--- src/verilog/sram_host_defines.svh ---
`ifndef SRAM_HOST_DEFINES_SVH
`define SRAM_HOST_DEFINES_SVH

// ----------------------------------------------------------------
// Geometry of the memory.
// ----------------------------------------------------------------
`define SRAM_ADDR_W 17
`define SRAM_DATA_W 16
`define SRAM_LANES  2

// ----------------------------------------------------------------
// Clock and timing figures in nanoseconds.
// ----------------------------------------------------------------
`define SRAM_CLK_PERIOD_NS            10
`define ADDR_TO_DATA_DELAY_FAST_NS    55
`define ADDR_TO_DATA_DELAY_SLOW_NS    70
`define ADDR_SETUP_TO_WRITE_END_FAST_NS 45
`define ADDR_SETUP_TO_WRITE_END_SLOW_NS 60
`define DATA_SETUP_TO_WRITE_END_FAST_NS 25
`define DATA_SETUP_TO_WRITE_END_SLOW_NS 30
`define STROBE_TO_HIGH_IMPEDANCE_DELAY_FAST_NS 20
`define STROBE_TO_HIGH_IMPEDANCE_DELAY_SLOW_NS 25
`define ADDRESS_HOLD_AFTER_WRITE_NS   0

// Least times round up to whole cycles.
`define SRAM_CYC_CEIL(ns) ((((ns) + `SRAM_CLK_PERIOD_NS - 1) / `SRAM_CLK_PERIOD_NS))

// ----------------------------------------------------------------
// Cycle counts derived from the figures above.
// ----------------------------------------------------------------
`define RD_CYC_FAST `SRAM_CYC_CEIL(`ADDR_TO_DATA_DELAY_FAST_NS)
`define RD_CYC_SLOW `SRAM_CYC_CEIL(`ADDR_TO_DATA_DELAY_SLOW_NS)
`define AW_CYC_FAST `SRAM_CYC_CEIL(`ADDR_SETUP_TO_WRITE_END_FAST_NS)
`define AW_CYC_SLOW `SRAM_CYC_CEIL(`ADDR_SETUP_TO_WRITE_END_SLOW_NS)
`define DS_CYC_FAST `SRAM_CYC_CEIL(`DATA_SETUP_TO_WRITE_END_FAST_NS)
`define DS_CYC_SLOW `SRAM_CYC_CEIL(`DATA_SETUP_TO_WRITE_END_SLOW_NS)
`define HZSD_CYC_FAST `SRAM_CYC_CEIL(`STROBE_TO_HIGH_IMPEDANCE_DELAY_FAST_NS + `DATA_SETUP_TO_WRITE_END_FAST_NS)
`define HZSD_CYC_SLOW `SRAM_CYC_CEIL(`STROBE_TO_HIGH_IMPEDANCE_DELAY_SLOW_NS + `DATA_SETUP_TO_WRITE_END_SLOW_NS)
`define SYNC_STAGES 2

`endif

--- src/verilog/sram_host_pkg.sv ---
`include "sram_host_defines.svh"

package sram_host_pkg;

  // ----------------------------------------------------------------
  // Request from the user side.
  // ----------------------------------------------------------------
  typedef struct packed {
    logic                      write;
    logic [`SRAM_LANES-1:0]    byte_en_n;
    logic [`SRAM_ADDR_W-1:0]   word_address;
    logic [`SRAM_DATA_W-1:0]   wdata;
  } mem_req_t;

  // ----------------------------------------------------------------
  // Control pins driven towards the memory.
  // ----------------------------------------------------------------
  typedef struct packed {
    logic                      chip_select_n;
    logic                      write_strobe_n;
    logic                      output_enable_n;
    logic                      upper_byte_enable_n;
    logic                      lower_byte_enable_n;
    logic [`SRAM_ADDR_W-1:0]   word_address;
  } sram_ctrl_t;

  // ----------------------------------------------------------------
  // Sequencer states.
  // ----------------------------------------------------------------
  typedef enum {
    ST_IDLE,
    ST_RD_WAIT,
    ST_WR_SETUP,
    ST_WR_PULSE,
    ST_WR_END
  } state_t;

endpackage

--- src/verilog/pin_sync.sv ---
`timescale 1ns/100ps
`default_nettype none

// Two-flop synchroniser for a bus of pin inputs.
module pin_sync #(
  parameter int WIDTH = 16
) (
  // Clock and reset.
  input  wire logic             core_clk,
  input  wire logic             rstn,
  // Pins and synchronised copy.
  input  wire logic [WIDTH-1:0] pin_in,
  output logic      [WIDTH-1:0] pin_sync_out
);

  logic [WIDTH-1:0] stage1_reg;

  // The first stage is read only by the second.
  always_ff @(posedge core_clk or negedge rstn) begin
    if (!rstn) begin
      stage1_reg   <= '0;
      pin_sync_out <= '0;
    end else begin
      stage1_reg   <= pin_in;
      pin_sync_out <= stage1_reg;
    end
  end

endmodule

`default_nettype wire

--- src/verilog/sram_host_ctrl.sv ---
// What this block does
// - During reads the host holds write strobe high, chip select and output enable low.
// - Host times data set-up and hold to the rising strobe ending the write.
// - Host never drives data lines while the memory may be driving them.
// - Strobe-ended write with output enable low lasts high-impedance delay plus set-up.
// - For reads the address is valid before or as chip select falls.
// - Address valid 45 or 60 ns before write end; zero set-up to start.
// - Write data valid 25 or 30 ns before the write ends.
// - Address held at least 0 ns after the write ends.
`timescale 1ns/100ps
`default_nettype none

`include "sram_host_defines.svh"

module sram_host_ctrl
  import sram_host_pkg::*;
#(
  parameter bit FAST_GRADE = 1'b1,
  parameter int ADDR_W     = `SRAM_ADDR_W,
  parameter int DATA_W     = `SRAM_DATA_W
) (
  // Clock and reset.
  input  wire logic                      core_clk,
  input  wire logic                      rstn,
  // User request port.
  input  wire logic                      req_valid,
  output logic                           req_ready,
  input  wire sram_host_pkg::mem_req_t   req,
  // User read answer.
  output logic                           rsp_valid,
  output logic [DATA_W-1:0]              rsp_rdata,
  // Memory pins.
  output sram_host_pkg::sram_ctrl_t      ctrl,
  output logic [DATA_W-1:0]              data_lines_out,
  output logic [DATA_W-1:0]              data_lines_oe,
  input  wire logic [DATA_W-1:0]         data_lines_in
);

  import sram_host_pkg::*;

  // ----------------------------------------------------------------
  // Timing counts for the selected speed grade.
  // ----------------------------------------------------------------
  localparam int RD_CYC   = FAST_GRADE ? `RD_CYC_FAST : `RD_CYC_SLOW;
  localparam int AW_CYC   = FAST_GRADE ? `AW_CYC_FAST : `AW_CYC_SLOW;
  localparam int DS_CYC   = FAST_GRADE ? `DS_CYC_FAST : `DS_CYC_SLOW;
  localparam int HZSD_CYC = FAST_GRADE ? `HZSD_CYC_FAST : `HZSD_CYC_SLOW;
  // Read strobes stay on for the access time plus synchroniser latency and one spare.
  localparam int RD_HOLD  = RD_CYC + `SYNC_STAGES + 1;
  // The strobe pulse covers address set-up less the one set-up cycle.
  localparam int WE_CYC   = (AW_CYC - 1 > DS_CYC) ? AW_CYC - 1 : DS_CYC;
  localparam int LANE_W   = DATA_W / `SRAM_LANES;

  // ----------------------------------------------------------------
  // State, timer and held request.
  // ----------------------------------------------------------------
  state_t            state_reg;
  state_t            state_next;
  logic [3:0]        cnt_reg;
  logic [3:0]        cnt_next;
  mem_req_t          req_reg;
  mem_req_t          req_next;
  sram_ctrl_t        ctrl_next;
  logic [DATA_W-1:0] data_oe_next;
  logic [DATA_W-1:0] data_sync;

  wire req_take  = req_valid && (state_reg == ST_IDLE);
  wire cnt_zero  = (cnt_reg == 4'h0);
  wire rd_done   = (state_reg == ST_RD_WAIT) && cnt_zero;

  // A request is taken only while the sequencer is idle.
  assign req_ready = (state_reg == ST_IDLE);
  assign req_next  = req_take ? req : req_reg;

  // Sequencer transitions and timer loads.
  always_comb begin
    state_next = state_reg;
    cnt_next   = cnt_zero ? 4'h0 : cnt_reg - 4'h1;
    unique case (state_reg)
      ST_IDLE: begin
        if (req_valid && req.write) begin
          state_next = ST_WR_SETUP;
        end else if (req_valid) begin
          state_next = ST_RD_WAIT;
          cnt_next   = 4'(RD_HOLD - 1);
        end
      end
      ST_RD_WAIT: begin
        if (cnt_zero) begin
          state_next = ST_IDLE;
        end
      end
      ST_WR_SETUP: begin
        state_next = ST_WR_PULSE;
        cnt_next   = 4'(WE_CYC - 1);
      end
      ST_WR_PULSE: begin
        if (cnt_zero) begin
          state_next = ST_WR_END;
        end
      end
      ST_WR_END: begin
        state_next = ST_IDLE;
      end
    endcase
  end

  // ----------------------------------------------------------------
  // Pin decode from the next state, registered below.
  // ----------------------------------------------------------------
  wire sel_next   = (state_next == ST_RD_WAIT) || (state_next == ST_WR_SETUP) ||
                    (state_next == ST_WR_PULSE);
  wire pulse_next = (state_next == ST_WR_PULSE);
  wire drive_next = (state_next == ST_WR_PULSE) || (state_next == ST_WR_END);

  // Strobes rise together at write end; output enable only in reads.
  assign ctrl_next.chip_select_n       = !sel_next;
  assign ctrl_next.write_strobe_n      = !pulse_next;
  assign ctrl_next.output_enable_n     = !(state_next == ST_RD_WAIT);
  assign ctrl_next.upper_byte_enable_n = sel_next ? req_next.byte_en_n[1] : 1'b1;
  assign ctrl_next.lower_byte_enable_n = sel_next ? req_next.byte_en_n[0] : 1'b1;
  // Address is set with chip select, a cycle before the write strobe falls, and held through the end cycle.
  assign ctrl_next.word_address        = req_next.word_address;

  // Each lane is driven only when its byte enable is active.
  for (genvar l = 0; l < `SRAM_LANES; l++) begin : g_lane
    assign data_oe_next[l*LANE_W +: LANE_W] =
      {LANE_W{drive_next && !req_next.byte_en_n[l]}};
  end

  // Data lines from the memory pass two flops first.
  pin_sync #(
    .WIDTH (DATA_W)
  ) u_data_sync (
    .core_clk     (core_clk),
    .rstn         (rstn),
    .pin_in       (data_lines_in),
    .pin_sync_out (data_sync)
  );

  // Read data of disabled lanes returns zero.
  wire [DATA_W-1:0] rd_masked = data_sync & ~data_oe_mask(req_reg.byte_en_n);

  function automatic logic [DATA_W-1:0] data_oe_mask(input logic [`SRAM_LANES-1:0] be_n);
    logic [DATA_W-1:0] m;
    m = '0;
    for (int i = 0; i < `SRAM_LANES; i++) begin
      m[i*LANE_W +: LANE_W] = {LANE_W{be_n[i]}};
    end
    return m;
  endfunction

  // ----------------------------------------------------------------
  // Registers.
  // ----------------------------------------------------------------
  // Sequencer and held request.
  always_ff @(posedge core_clk or negedge rstn) begin
    if (!rstn) begin
      state_reg <= ST_IDLE;
      cnt_reg   <= 4'h0;
      req_reg   <= '0;
    end else begin
      state_reg <= state_next;
      cnt_reg   <= cnt_next;
      req_reg   <= req_next;
    end
  end

  // Memory pins; deselected and released in reset.
  always_ff @(posedge core_clk or negedge rstn) begin
    if (!rstn) begin
      ctrl           <= '{1'b1, 1'b1, 1'b1, 1'b1, 1'b1, '0};
      data_lines_out <= '0;
      data_lines_oe  <= '0;
    end else begin
      ctrl           <= ctrl_next;
      data_lines_out <= req_next.wdata;
      data_lines_oe  <= data_oe_next;
    end
  end

  // Read answer, one pulse at the end of the access.
  always_ff @(posedge core_clk or negedge rstn) begin
    if (!rstn) begin
      rsp_valid <= 1'b0;
      rsp_rdata <= '0;
    end else begin
      rsp_valid <= rd_done;
      if (rd_done) begin
        rsp_rdata <= rd_masked;
      end
    end
  end

  // ----------------------------------------------------------------
  // Checks on the pins this block drives.
  // ----------------------------------------------------------------
  logic [3:0] pulse_cnt;
  logic [3:0] cycle_cnt;

  // Length of the current strobe pulse and of the selected period.
  always_ff @(posedge core_clk or negedge rstn) begin
    if (!rstn) begin
      pulse_cnt <= 4'h0;
      cycle_cnt <= 4'h0;
    end else begin
      pulse_cnt <= ctrl.write_strobe_n ? 4'h0 : pulse_cnt + 4'h1;
      cycle_cnt <= ctrl.chip_select_n ? 4'h0 : cycle_cnt + 4'h1;
    end
  end
endmodule

`default_nettype wire

--- config.mk ---
export PLATFORM = sky130hd
export DESIGN_NAME = sram_host_ctrl
export DESIGN_NICKNAME = d
export VERILOG_FILES = /design/src/verilog/sram_host_pkg.sv /design/src/verilog/pin_sync.sv /design/src/verilog/sram_host_ctrl.sv
export VERILOG_INCLUDE_DIRS = /design/src /design/src/verilog
export SDC_FILE = /design/constraint.sdc
export NUM_CORES = 1
export LEC_CHECK = 0
export BUFFER_PORTS_ARGS = -buffer_cell sky130_fd_sc_hd__buf_2
export CAP_MARGIN = 20
export CORE_AREA = 5 5 111 113
export CTS_BUF_LIST = sky130_fd_sc_hd__clkbuf_16
export CTS_CLUSTER_SIZE = 10
export DETAILED_ROUTE_END_ITERATION = 7
export DIE_AREA = 0 0 116 118
export PLACE_DENSITY = 0.69
export SLEW_MARGIN = 20
export SYNTH_ARGS = -nofsm -noshare
export SYNTH_HDL_FRONTEND = slang
export SYNTH_HIERARCHICAL = 1
export SYNTH_SLANG_ARGS = --single-unit
--- constraint.sdc ---
create_clock -name core_clk -period 2.7 [get_ports core_clk]
set_input_delay 0.405 -clock core_clk [delete_from_list [all_inputs] [get_ports core_clk]]
set_output_delay 0.405 -clock core_clk [all_outputs]
set_load 0.01 [all_outputs]
-- Yosys cells after proc, flatten, opt, wreduce, memory -nomap -nowiden
Cells that the tools add are included.
- register bits: 134
- bits of input ports: 55
- output and inout bits: 72
- word-level logic and storage cells: 55
- $add $sub $neg: 1
- equal/unequal tests: 9
- multiplexer cells: 12
- bitwise logic cells: 2
- reduce and logical (&&, ||, !) cells: 16
- operator list (operator ; number):
    case mux 32 bit (5 select lines) ; 1
    == test 32 x 2 -> 1 bit, second input constant ; 4
    2-to-1 mux 32 bit ; 4
    == test 32 x 3 -> 1 bit, second input constant ; 3
    logical NOT 32 bit ; 2
    2-to-1 mux 35 bit ; 1
    == test 32 x 1 -> 1 bit, second input constant ; 1
    == test 32 x 4 -> 1 bit, second input constant ; 1
    AND 16 bit ; 1
    inverter 16 bit ; 1
    2-to-1 mux 4 bit ; 3
    case mux 4 bit (2 select lines) ; 1
    logical AND 1 bit ; 5
    logical NOT 1 bit ; 5
    logical NOT 4 bit ; 1
    subtractor 4 x 1 -> 4 bit, second input constant ; 1
    logical OR 1 bit ; 3
    2-to-1 mux 1 bit ; 2

-- Longest topological paths before layout
- depth after elaboration: 7
- depth in mapped cells: 8

-- Hierarchy
The synthesis kept the hierarchy.
- by module, submodules not included (module ; instances ; cells each ; area each (um^2)):
    sram_host_ctrl ; 1 ; 338 ; 4159.0
    pin_sync ; 1 ; 32 ; 800.8

-- Worst setup path before layout
No wires, ideal clock.
- kind: register -> register
- start point: register state_reg[30]
- end point: register data_lines_oe[7]
- library setup time: 0.077 ns
- arrival time: 2.200 ns
- data required time: 2.623 ns
- setup slack: 0.422 ns
- cell stages (with the launch flop): 7
- path buffers: 0
- period minus slack after synthesis: 2.278 ns
- cell sequence: dfrtp_1 -> nor4_4 -> nand4_4 -> o41a_1 -> o22a_1 -> or4_4 -> a21oi_1
- cells in the longest elaborated chain, start to end: 6
- elaborated cells on any way between the ends: 18
- those cells by class: 6 x eq/ne; 6 x mux; 6 x reduce/logical
- ends and longest elaborated chain (element ; RTL line ; text):
    start: declaration ; sram_host_ctrl.sv:57 ; state_t state_reg;
    start signal: assignment ; sram_host_ctrl.sv:163 ; state_reg <= state_next;
    branches (longest 5 deep; another with == test 32 x 3 -> 1 bit) ; n/a ;
    logical AND 1 bit * ; sram_host_ctrl.sv:128 ; {LANE_W{drive_next && !req_next.byte_en_n[l]}};
    net data_oe_next[0] ; sram_host_ctrl.sv:64 ; logic [DATA_W-1:0] data_oe_next;
    end signal: assignment ; sram_host_ctrl.sv:178 ; data_lines_oe <= data_oe_next;
    end: declaration ; sram_host_ctrl.sv:35 ; output logic [DATA_W-1:0] data_lines_oe,
Mark *: on every way through the listed nets, which the timed path passes.
A chain may end at the register's enable or synchronous reset.

-- Worst setup path after layout
- start point: register state_reg[17]
- end point: output port req_ready
- cells in the longest elaborated chain, start to end: 1
- ends and longest elaborated chain (element ; RTL line ; text):
    logical NOT 32 bit ; sram_host_ctrl.sv:72 ; assign req_ready = (state_reg == ST_IDLE);
    end: declaration ; sram_host_ctrl.sv:27 ; output logic req_ready,
Every way passes these cells.

==> reports/metrics.yaml <==
run_status:
  status: "completed"
clocking:
  cts.sinks: 127
  cts_max_path_buffers: 2
  cts_max_level: 4
  cts_setup_buffers: 0
  root_buffer: "clkbuf_16"
  cts_buffers: 17
  cts_tree: "yes"
  clkTransAtPathRegs_ns: 0.05
  ctsHoldBuffers: 0
  cts.repair.resized: 0
  clock_latency_ns: 0.41
cells_and_area:
  drive_above_1_share_pct: 44.5
  multi_input_area_mm2: 0.00133
  instances_no_fill: 622
  syn_to_final_growth_pct: 21.2
  largest_register_ffs: 32
  n_antenna_cell: 0
  final_cell_mix: "buf_2 (125), dfrtp_1 (122), nand2_1 (39)"
  final_util_pct: 53.5
  sequential_cell_area_mm2: 0.00318
  fill_cells: 986
  final_common_cell: "buf_2"
  final_nets: 521
detailed_routing:
  wl_per_cell_um: 15.1
  first_pass_iters: 4
  vias_per_cell: 4.73
  vias: 2943
  drtIter0Drc: 222
  route.detailed.drc: 0
  finalWirelength_mm: 9.40
  final_antenna_net_count: 0
die:
  rows: 39
  fp.dieH_um: 118
  core_area_mm2: 0.0112
  die_w_um: 116
  dieArea_mm2: 0.0137
  initial_core_util_pct: 44.2
  boundaryPins: 127
yosys:
  synth_nets: 425
  ys_ff_latch: 127
  yosysSeqAreaShare_pct: 64.2
  synth_cell_types: 40
  synthCells: 370
  synth_top_cell_area_share_pct: 61.6
  synth_area_leaders: "dfrtp_1 (62%), mux2_2 (7.5%), buf_4 (7.1%)"
  synth_ff_type: "dfrtp_1"
  syn-cell-area_mm2: 0.00496
  postSynthAreaPerCell_um2: 13.4
  synth_warnings: 6
  synth-edff-count: 0
  async_flop_share_pct: 100
  yosys.area.top_type: "dfrtp_1"
critical_path:
  arrival_ns: 2.10
  rrSetupSlack_ns: 0.22
  crit_fanout: 7
  r2r-start: "state_reg[6]"
  start_kind: "flip-flop"
  rr_worst_depth: 6
  regToRegEndpoint: "data_lines_oe[8]"
  cp.required_ns: 2.30
  cp-end-kind: "output port"
  worstSetupPathType: "reg -> out"
timing:
  fmax_mhz: 399
  slew_headroom_pct: 69.0
  rsz0062_at_grt: "no"
  tightest_slew_ns: 0.465
  tns_ns: 0
  final-hold-violation-count: 0
  slew_viol_final: 0
  fin_crit_ns: 2.51
  fin_ws_ns: 0.192
  fin_worst_skew_ns: 0.00469
  finalCritPeriodShare_pct: 92.9
  setup_viol: 0
global_route:
  grt.total_usage_pct: 14.9
  grt.met3_usage_pct: 5.91
  grt_pass1_wl_mm: 15.8
  grt_pass1_vias: 3158
  grt-ovfl-total: 0
  met2_usage_pct: 23.6
  grt_max_degree: 90
  antenna_found_initial: 0
  met1_usage_pct: 18.0
  top_usage_layer: "met2"
job:
  cap_violations: 0
place:
  post-place-cells: 590
  hpwlAfterDp_mm: 6.62
  io_buffers: 126
  gp_congestion: 0.814
  pre_cts_ws_ns: 0.254
power_and_ir_drop:
  ir_drop_uv: 586
  p_per_area_mw_per_mm2: 1180
  power_leakage_uw: 0.00300
min_path:
  hp-class: "in -> async"
metrics by stage:
stage               power [uW]  hold WS (ns)  instance area (um^2)
floorplan                 4540         0.109                  4960
global placement          4980         0.335                  5450
detailed placement        5070         0.335                  5450
CTS                       7240        0.0446                  6010
global route              7570        0.0604                  6010
finish                    7110        0.0334                  6010
where the power goes:
group / internal (uW) / total (uW) / switching (uW)
sequential: 2460 / 2770 / 311
combinational: 1030 / 2230 / 1200
clock: 1330 / 2110 / 782
total: 4820 / 7110 / 2290
cell usage after synthesis (all sizes together), types with 3 or more instances:
library cell  number
a21oi              4
o21ai              5
nor2b             30
inv                8
buf               51
o211ai             4
o311ai             3
nor2               6
nand3b            17
clkbuf             5
dfrtp            122
nand4              4
dfstp              5
mux2              33
nor3               6
nand2             39
nor4               7
critical path: stages, from the launching register on:
cell,delay [ns]
dfrtp_1,0.38
nor4_2,0.35
nand4_2,0.14
buf_4,0.19
nor3_1,0.29
and2_1,0.21
buf_2,0.14
cells by family after synthesis:
group | count (synthesis) | synth area share, %
and+or+nand+nor | 120 | 15.5
xor gates and xnor gates | 1 | 0.177
muxes | 35 | 7.90
buffers and inverters | 65 | 9.16
AOI/OAI and AO/OA | 22 | 3.08
DFF | 127 | 64.2
layout make-up:
cell class,instances,share of cell area (%)
repair buffers,134,12.2
clock buffers,17,7.08
flip-flops and latches,127,53.0
clock inverters,15,2.21
well taps,143,2.98
inverters,8,0.500
multi-input cells,178,22.1
worst max path at each step:
stage | from | end | slack (ns) | depth (start not counted)
2_1_floorplan | state_reg[30] | data_lines_oe[7] | 0.42 | 6
3_3_place_gp | state_reg[6] | data_lines_oe[7] | 0.32 | 6
3_5_place_dp | state_reg[6] | data_lines_oe[7] | 0.25 | 6
4_1_cts | state_reg[17] | req_ready | 0.13 | 6
5_1_grt | state_reg[17] | req_ready | 0.008 | 6
6_report | state_reg[17] | req_ready | 0.19 | 6
metal layers:
metal,wire length [um],up-vias
met5,0,-
met4,97,0
met3,626,11
met2,4850,81
met1,3820,1458
li1,-,1393
No activity file was read; power rests on OpenSTA's default activity.
